`config.mk`:
```
export PLATFORM = sky130hd
export DESIGN_NAME = slc_lamp_ctrl
export DESIGN_NICKNAME = d
export VERILOG_FILES = /design/src/slc_pkg.sv /design/src/slc_lamp_ctrl.sv /design/src/slc_in_filter.sv /design/src/slc_averager.sv
export VERILOG_INCLUDE_DIRS = /design/src
export SDC_FILE = /design/constraint.sdc
export NUM_CORES = 1
export LEC_CHECK = 0
export CAP_MARGIN = 10
export CORE_MARGIN = 2
export CORE_UTILIZATION = 63
export CTS_CLUSTER_SIZE = 30
export DETAILED_ROUTE_END_ITERATION = 10
export DONT_BUFFER_PORTS = 1
export GPL_TIMING_DRIVEN = 0
export PLACE_DENSITY = 0.8
export SETUP_SLACK_MARGIN = 0.02
export SYNTH_ARGS = -nofsm -noshare
export SYNTH_HDL_FRONTEND = slang
export SYNTH_SLANG_ARGS = --single-unit
```
`constraint.sdc`:
```
create_clock -name core_clk_in -period 4.7 [get_ports core_clk_in]
set_input_delay 1.41 -clock core_clk_in [delete_from_list [all_inputs] [get_ports core_clk_in]]
set_output_delay 1.41 -clock core_clk_in [all_outputs]
set_load 0.01 [all_outputs]
```
`src/slc_defines.svh`:
```
`ifndef SLC_DEFINES_SVH
`define SLC_DEFINES_SVH

// Conversion width of the current-sense and battery-divider samples.
`define SLC_ADC_W 10
// Channel code that a completed conversion carries.
`define SLC_CHAN_CURRENT 1'h0
`define SLC_CHAN_BATTERY 1'h1
// Samples per average, as a power of two.
`define SLC_AVG_SHIFT 4

// Clock rate and derived timing counts.
`define SLC_CLK_MHZ 20
`define SLC_DEBOUNCE_US 20000
`define SLC_BLINK_US 250000
`define SLC_DEBOUNCE_CYC (`SLC_DEBOUNCE_US * `SLC_CLK_MHZ)
`define SLC_BLINK_CYC (`SLC_BLINK_US * `SLC_CLK_MHZ)

// Intensity: duty = (W / (Vf * n)) * 5.6 / 0.00244, done in mW and mV.
`define SLC_OUT_MW 1000
`define SLC_LED_VF_MV 3200
`define SLC_LED_COUNT 3
`define SLC_INITIAL_DUTY ((`SLC_OUT_MW * 560000) / (`SLC_LED_VF_MV * `SLC_LED_COUNT * 244))
`define SLC_FIRST_DIM_DUTY 10'h0A0
`define SLC_SECOND_DIM_DUTY 10'h050

// Battery thresholds in averaged conversion counts.
`define SLC_LOW_BATT_TH 10'h200
`define SLC_OVERCHARGE_TH 10'h380
`define SLC_PHONE_CUT_TH 10'h260

// Reset values.
`define SLC_DUTY_RST 10'h000
`define SLC_ENABLES_RST 4'hF
// Bit positions in the manual enable vector.
`define SLC_EN_CHG_SW 0
`define SLC_EN_PHONE 1
`define SLC_EN_CHG_IND 2
`define SLC_EN_LOW_IND 3

`endif

```
`src/slc_pkg.sv`:
```
package slc_pkg;

  typedef enum logic [1:0] {
    SLC_LAMP_OFF = 2'b00,
    SLC_LAMP_FULL = 2'b01,
    SLC_LAMP_DIM1 = 2'b10,
    SLC_LAMP_DIM2 = 2'b11
  } slc_lamp_t;

endpackage

```
`src/slc_lamp_ctrl.sv`:
```
`timescale 1ns/1ps
`include "slc_defines.svh"
module slc_lamp_ctrl #(
  parameter int ADC_W = `SLC_ADC_W,
  parameter int AVG_SHIFT = `SLC_AVG_SHIFT,
  parameter int DEBOUNCE_CYC = `SLC_DEBOUNCE_CYC,
  parameter int BLINK_CYC = `SLC_BLINK_CYC,
  parameter logic [ADC_W-1:0] INITIAL_DUTY = ADC_W'(`SLC_INITIAL_DUTY),
  parameter logic [ADC_W-1:0] FIRST_DIM_DUTY = `SLC_FIRST_DIM_DUTY,
  parameter logic [ADC_W-1:0] SECOND_DIM_DUTY = `SLC_SECOND_DIM_DUTY,
  parameter logic [ADC_W-1:0] LOW_BATT_TH = `SLC_LOW_BATT_TH,
  parameter logic [ADC_W-1:0] OVERCHARGE_TH = `SLC_OVERCHARGE_TH,
  parameter logic [ADC_W-1:0] PHONE_CUT_TH = `SLC_PHONE_CUT_TH,
  parameter bit PHONE_ACTIVE_HIGH = 1'b1
) (
  input wire logic core_clk_in,
  input wire logic sys_rst_in,
  input wire logic adc_done_in,
  input wire logic adc_chan_in,
  input wire logic [ADC_W-1:0] adc_data_in,
  input wire logic button_in,
  input wire logic led_open_in,
  input wire logic charge_source_in,
  input wire logic light_on_cmd_in,
  input wire logic light_off_cmd_in,
  input wire logic charge_switch_on_in,
  input wire logic charge_switch_off_in,
  input wire logic phone_charge_on_in,
  input wire logic phone_charge_off_in,
  input wire logic charge_indicator_on_in,
  input wire logic charge_indicator_off_in,
  input wire logic low_battery_indicator_on_in,
  input wire logic low_battery_indicator_off_in,
  output logic pwm_out,
  output logic lamp_on_out,
  output logic open_fault_out,
  output logic [ADC_W-1:0] duty_out,
  output logic [ADC_W-1:0] battery_volt_out,
  output logic battery_valid_out,
  output logic charge_switch_out,
  output logic phone_charge_enable_out,
  output logic charge_indicator_out,
  output logic low_battery_indicator_out
);
  localparam logic [ADC_W-1:0] DUTY_MAX = '1;

  // Each lamp state maps to its own duty constant; extra dim steps extend the enum here.
  function automatic logic [ADC_W-1:0] duty_of(slc_pkg::slc_lamp_t st);
    case (st)
      slc_pkg::SLC_LAMP_FULL: duty_of = INITIAL_DUTY;
      slc_pkg::SLC_LAMP_DIM1: duty_of = FIRST_DIM_DUTY;
      slc_pkg::SLC_LAMP_DIM2: duty_of = SECOND_DIM_DUTY;
      default: duty_of = `SLC_DUTY_RST;
    endcase
  endfunction

  function automatic slc_pkg::slc_lamp_t step_of(slc_pkg::slc_lamp_t st);
    case (st)
      slc_pkg::SLC_LAMP_OFF: step_of = slc_pkg::SLC_LAMP_FULL;
      slc_pkg::SLC_LAMP_FULL: step_of = slc_pkg::SLC_LAMP_DIM1;
      slc_pkg::SLC_LAMP_DIM1: step_of = slc_pkg::SLC_LAMP_DIM2;
      default: step_of = slc_pkg::SLC_LAMP_OFF;
    endcase
  endfunction

  slc_pkg::slc_lamp_t lamp_reg;
  slc_pkg::slc_lamp_t lamp_next;
  logic [ADC_W-1:0] duty_reg;
  logic [ADC_W-1:0] duty_next;
  logic [ADC_W-1:0] target_reg;
  logic [ADC_W-1:0] pwm_cnt_reg;
  logic pwm_reg;
  logic fault_reg;
  logic lowbat_reg;
  logic batt_valid_reg;
  logic [ADC_W-1:0] batt_reg;
  logic charge_auto_reg;
  logic phone_auto_reg;
  logic [3:0] en_reg;
  logic [3:0] en_next;
  logic [31:0] blink_cnt_reg;
  logic blink_reg;
  logic chg_sw_reg;
  logic phone_reg;
  logic chg_ind_reg;
  logic low_ind_reg;
  logic lamp_on_reg;

  logic press;
  logic open_lvl;
  logic source_lvl;
  logic cur_valid;
  logic [ADC_W-1:0] cur_avg;
  logic bat_valid;
  logic [ADC_W-1:0] bat_avg;

  slc_in_filter #(.DEBOUNCE_CYC(DEBOUNCE_CYC)) u_button (
    .core_clk_in(core_clk_in),
    .sys_rst_in(sys_rst_in),
    .pin_in(button_in),
    .level_out(),
    .rise_out(press)
  );

  slc_in_filter #(.DEBOUNCE_CYC(DEBOUNCE_CYC)) u_open (
    .core_clk_in(core_clk_in),
    .sys_rst_in(sys_rst_in),
    .pin_in(led_open_in),
    .level_out(open_lvl),
    .rise_out()
  );

  slc_in_filter #(.DEBOUNCE_CYC(DEBOUNCE_CYC)) u_source (
    .core_clk_in(core_clk_in),
    .sys_rst_in(sys_rst_in),
    .pin_in(charge_source_in),
    .level_out(source_lvl),
    .rise_out()
  );

  // Every completed conversion is steered to its averager in the cycle it arrives.
  wire cur_sample = adc_done_in && (adc_chan_in == `SLC_CHAN_CURRENT);
  wire bat_sample = adc_done_in && (adc_chan_in == `SLC_CHAN_BATTERY);

  slc_averager #(.W(ADC_W), .SHIFT(AVG_SHIFT)) u_cur_avg (
    .core_clk_in(core_clk_in),
    .sys_rst_in(sys_rst_in),
    .sample_valid_in(cur_sample),
    .sample_in(adc_data_in),
    .avg_valid_out(cur_valid),
    .avg_out(cur_avg)
  );

  slc_averager #(.W(ADC_W), .SHIFT(AVG_SHIFT)) u_bat_avg (
    .core_clk_in(core_clk_in),
    .sys_rst_in(sys_rst_in),
    .sample_valid_in(bat_sample),
    .sample_in(adc_data_in),
    .avg_valid_out(bat_valid),
    .avg_out(bat_avg)
  );

  // Protection cuts beat commands, and commands beat the button.
  wire lit = lamp_reg != slc_pkg::SLC_LAMP_OFF;
  wire open_cut = lit && open_lvl;
  wire cut_now = open_cut || lowbat_reg;
  assign lamp_next = cut_now ? slc_pkg::SLC_LAMP_OFF :
                     light_off_cmd_in ? slc_pkg::SLC_LAMP_OFF :
                     light_on_cmd_in ? slc_pkg::SLC_LAMP_FULL :
                     press ? step_of(lamp_reg) : lamp_reg;
  wire level_load = lamp_next != lamp_reg;

  // The loop only moves the duty one step per average; a lamp level change loads the new target duty at once.
  wire raise = cur_valid && lit && (cur_avg < target_reg) && (duty_reg != DUTY_MAX);
  wire lower = cur_valid && lit && (cur_avg > target_reg) && (duty_reg != '0);
  assign duty_next = level_load ? duty_of(lamp_next) :
                     raise ? ADC_W'(duty_reg + 1'b1) :
                     lower ? ADC_W'(duty_reg - 1'b1) : duty_reg;

  // Battery decisions are remade on each new average; before the first one the lamp is not cut, but charging and the phone output stay off.
  wire bat_low = bat_avg < LOW_BATT_TH;
  wire bat_full = bat_avg >= OVERCHARGE_TH;
  wire charging = charge_auto_reg && source_lvl;
  wire full_now = source_lvl && batt_valid_reg && (batt_reg >= OVERCHARGE_TH);
  wire chg_ind_auto = full_now || (charging && blink_reg);
  wire blink_wrap = blink_cnt_reg >= 32'(BLINK_CYC - 1);

  // Off wins over on when both arrive together, favouring the safe state.
  assign en_next = {
    (en_reg[`SLC_EN_LOW_IND] || low_battery_indicator_on_in) && !low_battery_indicator_off_in,
    (en_reg[`SLC_EN_CHG_IND] || charge_indicator_on_in) && !charge_indicator_off_in,
    (en_reg[`SLC_EN_PHONE] || phone_charge_on_in) && !phone_charge_off_in,
    (en_reg[`SLC_EN_CHG_SW] || charge_switch_on_in) && !charge_switch_off_in
  };

  always_ff @(posedge core_clk_in) begin
    if (sys_rst_in) begin
      lamp_reg <= slc_pkg::SLC_LAMP_OFF;
      duty_reg <= `SLC_DUTY_RST;
      target_reg <= `SLC_DUTY_RST;
      fault_reg <= 1'b0;
      lamp_on_reg <= 1'b0;
    end else begin
      lamp_reg <= lamp_next;
      lamp_on_reg <= lamp_next != slc_pkg::SLC_LAMP_OFF;
      duty_reg <= duty_next;
      target_reg <= duty_of(lamp_next);
      if (open_cut) begin
        fault_reg <= 1'b1;
      end else if (level_load && lamp_next != slc_pkg::SLC_LAMP_OFF) begin
        fault_reg <= 1'b0;
      end
    end
  end

  always_ff @(posedge core_clk_in) begin
    if (sys_rst_in) begin
      pwm_cnt_reg <= '0;
      pwm_reg <= 1'b0;
    end else begin
      pwm_cnt_reg <= ADC_W'(pwm_cnt_reg + 1'b1);
      pwm_reg <= lit && !cut_now && (pwm_cnt_reg < duty_reg);
    end
  end

  always_ff @(posedge core_clk_in) begin
    if (sys_rst_in) begin
      batt_reg <= '0;
      batt_valid_reg <= 1'b0;
      lowbat_reg <= 1'b0;
      charge_auto_reg <= 1'b0;
      phone_auto_reg <= 1'b0;
    end else if (bat_valid) begin
      batt_reg <= bat_avg;
      batt_valid_reg <= 1'b1;
      lowbat_reg <= bat_low;
      charge_auto_reg <= !bat_full;
      phone_auto_reg <= bat_avg >= PHONE_CUT_TH;
    end
  end

  always_ff @(posedge core_clk_in) begin
    if (sys_rst_in) begin
      blink_cnt_reg <= 32'h0;
      blink_reg <= 1'b0;
      en_reg <= `SLC_ENABLES_RST;
      chg_sw_reg <= 1'b0;
      phone_reg <= !PHONE_ACTIVE_HIGH;
      chg_ind_reg <= 1'b0;
      low_ind_reg <= 1'b0;
    end else begin
      blink_cnt_reg <= blink_wrap ? 32'h0 : 32'(blink_cnt_reg + 32'h1);
      if (blink_wrap) begin
        blink_reg <= !blink_reg;
      end
      en_reg <= en_next;
      chg_sw_reg <= charging && en_reg[`SLC_EN_CHG_SW];
      phone_reg <= (phone_auto_reg && en_reg[`SLC_EN_PHONE]) ~^ PHONE_ACTIVE_HIGH;
      chg_ind_reg <= chg_ind_auto && en_reg[`SLC_EN_CHG_IND];
      low_ind_reg <= lowbat_reg && en_reg[`SLC_EN_LOW_IND];
    end
  end

  assign pwm_out = pwm_reg;
  assign lamp_on_out = lamp_on_reg;
  assign open_fault_out = fault_reg;
  assign duty_out = duty_reg;
  assign battery_volt_out = batt_reg;
  assign battery_valid_out = batt_valid_reg;
  assign charge_switch_out = chg_sw_reg;
  assign phone_charge_enable_out = phone_reg;
  assign charge_indicator_out = chg_ind_reg;
  assign low_battery_indicator_out = low_ind_reg;
endmodule

```
`src/slc_in_filter.sv`:
```
`timescale 1ns/1ps
module slc_in_filter #(
  parameter int DEBOUNCE_CYC = 4
) (
  input wire logic core_clk_in,
  input wire logic sys_rst_in,
  input wire logic pin_in,
  output logic level_out,
  output logic rise_out
);
  logic s1_reg;
  logic s2_reg;
  logic s3_reg;
  logic level_reg;
  logic rise_reg;
  logic [31:0] cnt_reg;
  logic [31:0] cnt_next;

  // A change is considered only once the second and third stages agree.
  wire agree = s2_reg == s3_reg;
  wire differs = agree && (s3_reg != level_reg);
  wire settled = differs && (cnt_reg >= 32'(DEBOUNCE_CYC - 1));
  assign cnt_next = (differs && !settled) ? 32'(cnt_reg + 32'h1) : 32'h0;

  always_ff @(posedge core_clk_in) begin
    if (sys_rst_in) begin
      s1_reg <= 1'b0;
      s2_reg <= 1'b0;
      s3_reg <= 1'b0;
      level_reg <= 1'b0;
      rise_reg <= 1'b0;
      cnt_reg <= 32'h0;
    end else begin
      s1_reg <= pin_in;
      s2_reg <= s1_reg;
      s3_reg <= s2_reg;
      cnt_reg <= cnt_next;
      rise_reg <= settled && s3_reg;
      if (settled) begin
        level_reg <= s3_reg;
      end
    end
  end

  assign level_out = level_reg;
  assign rise_out = rise_reg;
endmodule

```
`src/slc_averager.sv`:
```
`timescale 1ns/1ps
module slc_averager #(
  parameter int W = 10,
  parameter int SHIFT = 4
) (
  input wire logic core_clk_in,
  input wire logic sys_rst_in,
  input wire logic sample_valid_in,
  input wire logic [W-1:0] sample_in,
  output logic avg_valid_out,
  output logic [W-1:0] avg_out
);
  logic [W+SHIFT-1:0] acc_reg;
  logic [SHIFT-1:0] cnt_reg;
  logic [W-1:0] avg_reg;
  logic valid_reg;

  // The accumulator is wide enough that a full block of samples never overflows.
  wire [W+SHIFT-1:0] sum = acc_reg + (W + SHIFT)'(sample_in);
  wire last = &cnt_reg;

  always_ff @(posedge core_clk_in) begin
    if (sys_rst_in) begin
      acc_reg <= '0;
      cnt_reg <= '0;
      avg_reg <= '0;
      valid_reg <= 1'b0;
    end else begin
      valid_reg <= 1'b0;
      if (sample_valid_in) begin
        cnt_reg <= SHIFT'(cnt_reg + 1'b1);
        if (last) begin
          avg_reg <= sum[W+SHIFT-1:SHIFT];
          valid_reg <= 1'b1;
          acc_reg <= '0;
        end else begin
          acc_reg <= sum;
        end
      end
    end
  end

  assign avg_out = avg_reg;
  assign avg_valid_out = valid_reg;
endmodule

```
==> flow_summary.yaml <==
outcome:
  status: "finished clean"
detailed_routing:
  via_per_inst: 5.70
  drtIter0Drc: 577
  wl_mm: 23.5
  first_pass_iters: 5
  num_vias: 8836
  antenna_left: 0
  wl_per_cell_microns: 15.2
  drc: 0
global_route:
  overflow: 0
  grt_max_degree: 18
  track_usage: 0.255
  antenna_found_initial: 0
  grt_pass1_wl_mm: 38.9
  grt_pass1_vias: 8205
die:
  die_area_sq_um: 18800
  rows: 48
  die_h_microns: 137
  boundaryPins: 55
  core-area_sq_um: 17300
  start_util: 0.646
  die_x_microns: 137
setup_path:
  crit_arrival_ns: 4.56
  worstPathCellList: "inv_1, ha_1, nor4bb_1, o31a_1, or3_1, clkbuf_2, ha_1, o21ai_0, o21a_1, o41ai_1, nor4b_1, o21ai_0, nor3b_1"
  crit_fanout: 17
  crit_path_top_delay_cell: "nor4bb_1"
  cp.required_ns: 5.12
  start_kind: "flop"
  slowest_delay_ns: 0.57
  end_kind: "flop"
  worstSetupPathType: "reg -> reg"
pwr:
  pwr_density_cell_nw_per_um2: 373
  power.share.clock: 0.453
  p_leak_nw: 4.70
  combinationalPowerShare: 0.072
  power.switching_mw: 1.08
  ir_drop_v: 0.000377
  internal_power_mw: 3.59
  sequentialPowerShare: 0.475
  switching_share: 0.231
yosys:
  postSynth.asyncResetShare: 0
  yosys_warnings: 0
  synth_area_sq_um: 11200
  synth_ff_type: "dfxtp_1"
  ys_seq_area_frac: 0.448
  synth_cell_types: 73
  ys_ff_latch: 250
  netlist_instances: 1231
  syn_avg_cell_area_sq_um: 9.07
  synth_edf_count: 0
cells_and_area:
  drive_gt1_frac: 0.0597
  mostFrequentLayoutCells: "250 x dfxtp_1, 176 x nor2_1, 74 x nand2_1"
  finish.instance_area_sq_um: 12500
  fillers: 1297
  seq_area_sq_um: 5000
  diodes: 0
  nets: 1392
  synthToLayoutAreaGrowth_pct: 12.1
  multi_input_area_sq_um: 6010
  layout_commonest_cell: "dfxtp_1"
sta:
  slew_headroom: 0.246
  min_period_ns: 4.14
  setup_tns_ns: 0
  rsz0062_at_grt: "false"
  clock.fmax_ghz: 0.241
  clock_skew_ns: 0.0105
  timing.final.crit_share: 0.882
  finalWorstSetupSlack_ns: 0.557
  hold_viol_final: 0
  finalMaxSlewViolations: 0
  setup_viol: 0
  worst_pin_slew_ns: 1.12
run:
  maxCapViolCount: 0
cts:
  root_buffer: "clkbuf_16"
  cts_tree: "built"
  htree_levels: 1
  cts_buffer_depth: 3
  cts_sinks: 250
  postCtsHoldBufs: 0
  clk_pin_slew_ns: 0.06
  cts_buffers: 25
  clock_latency_ns: 0.53
place:
  port_buffers: 0
  gp_congestion: 0.862
  place_area_sq_um: 11600
  dp_hpwl_mm: 16.7
  dp_slack_ns: 0.418
min_path:
  hold_path_class: "reg -> reg"
-- per-layer routing --
layer / wire, microns / GRT usage / vias to the layer above
li1: - / - / 4457
met1: 10600 / 0.339 / 4135
met4: 527 / 0.0653 / 0
met3: 1360 / 0.0456 / 37
met5: 0 / 0 / -
met2: 11000 / 0.428 / 207
-- synth_stat cells (all sizes together), types with 4 or more instances --
cell,n,share of area
nand3,68,0.030
and3,21,0.012
o211ai,7,0.0047
and4,9,0.0071
nand2b,9,0.0050
ha,57,0.064
o31ai,6,0.0040
nand4,32,0.018
or3,10,0.0056
a31oi,8,0.0045
mux2i,14,0.013
a21oi,46,0.021
inv,42,0.014
and2,6,0.0034
dfxtp,250,0.45
nor2,194,0.073
buf,15,0.0075
o21bai,4,0.0027
a211oi,6,0.0045
or4,8,0.0054
clkbuf,23,0.0077
xor2,61,0.048
a22o,9,0.0071
a311oi,8,0.0063
nor4,15,0.0084
o21ai,37,0.017
o311ai,5,0.0039
nor3,27,0.012
o2111ai,6,0.0047
nor2b,23,0.013
nand2,75,0.025
a22oi,9,0.0060
xnor2,46,0.036
o21a,10,0.0067
a21o,10,0.0067
-- timing repair --
item / in CTS / in global routing
gates resized for setup: 0 / 2
setup buffers: 0 / 0
setup endpoints to repair: 0 / 1
-- worst max-delay path: cells and delay by family, from the launching register on --
kind / cells / cell delay, ns
and+or+nand+nor: 4 / 1.28
AOI/OAI and AO/OA: 5 / 1.25
adders and majority gates: 2 / 0.63
buffers and inverters: 2 / 0.49
DFF: 1 / 0.38
-- layout make-up --
type	instances	area share
Buffer	38	0.0137
Clock buffer	37	0.0600
Clock inverter	9	0.0114
Inverter	44	0.0132
Multi-Input combinational cell	946	0.480
Sequential cell	250	0.400
Tap cell	225	0.0225
-- final timing paths --
kind,from,endpoint,slack (ns),cells after the start
worst min register to register,u_open.s1_reg$_SDFF_PP0_,u_open.s2_reg$_SDFF_PP0_,0.45,1
worst max register to register,target_reg[6]$_SDFF_PP0_,duty_out[9]$_SDFFE_PP0P_,0.56,13
worst max-delay path,target_reg[6]$_SDFF_PP0_,duty_out[9]$_SDFFE_PP0P_,0.56,13
worst min-delay path,u_open.s1_reg$_SDFF_PP0_,u_open.s2_reg$_SDFF_PP0_,0.45,1
-- cell families (layout without fill, tap and decap cells) --
logic type | after synthesis | after routing | synth area share
muxes | 14 | 14 | 0.0125
other | 1 | 48 | 0.000336
buffers and inverters | 82 | 128 | 0.0300
AOI/OAI and AO/OA | 204 | 204 | 0.126
adders and majority gates | 60 | 60 | 0.0692
and+or+nand+nor | 513 | 513 | 0.230
xor gates and xnor gates | 107 | 107 | 0.0839
DFF | 250 | 250 | 0.448
-- per-stage QoR --
stage | total power, mW | cells | utilization | hold slack (ns)
4_1_cts | 4.69 | 1549 | 0.724 | 0.451
3_5_place_dp | 2.59 | 1503 | 0.672 | 0.436
3_3_place_gp | 2.58 | 1503 | 0.672 | 0.427
6_report | 4.67 | 1549 | 0.724 | 0.448
2_1_floorplan | 2.51 | 1278 | - | 0.412
5_1_grt | 4.83 | 1549 | 0.724 | 0.468
-- power groups by stage --
stage,Sequential [mW],Clock [mW],Combinational (mW)
after detailed placement,2.26,0,0.328
after global routing,2.22,2.22,0.378
after floorplan,2.25,0,0.261
after CTS,2.22,2.13,0.332
after global placement,2.26,0,0.320
final,2.22,2.11,0.337
No activity file was read; power rests on OpenSTA's default activity.
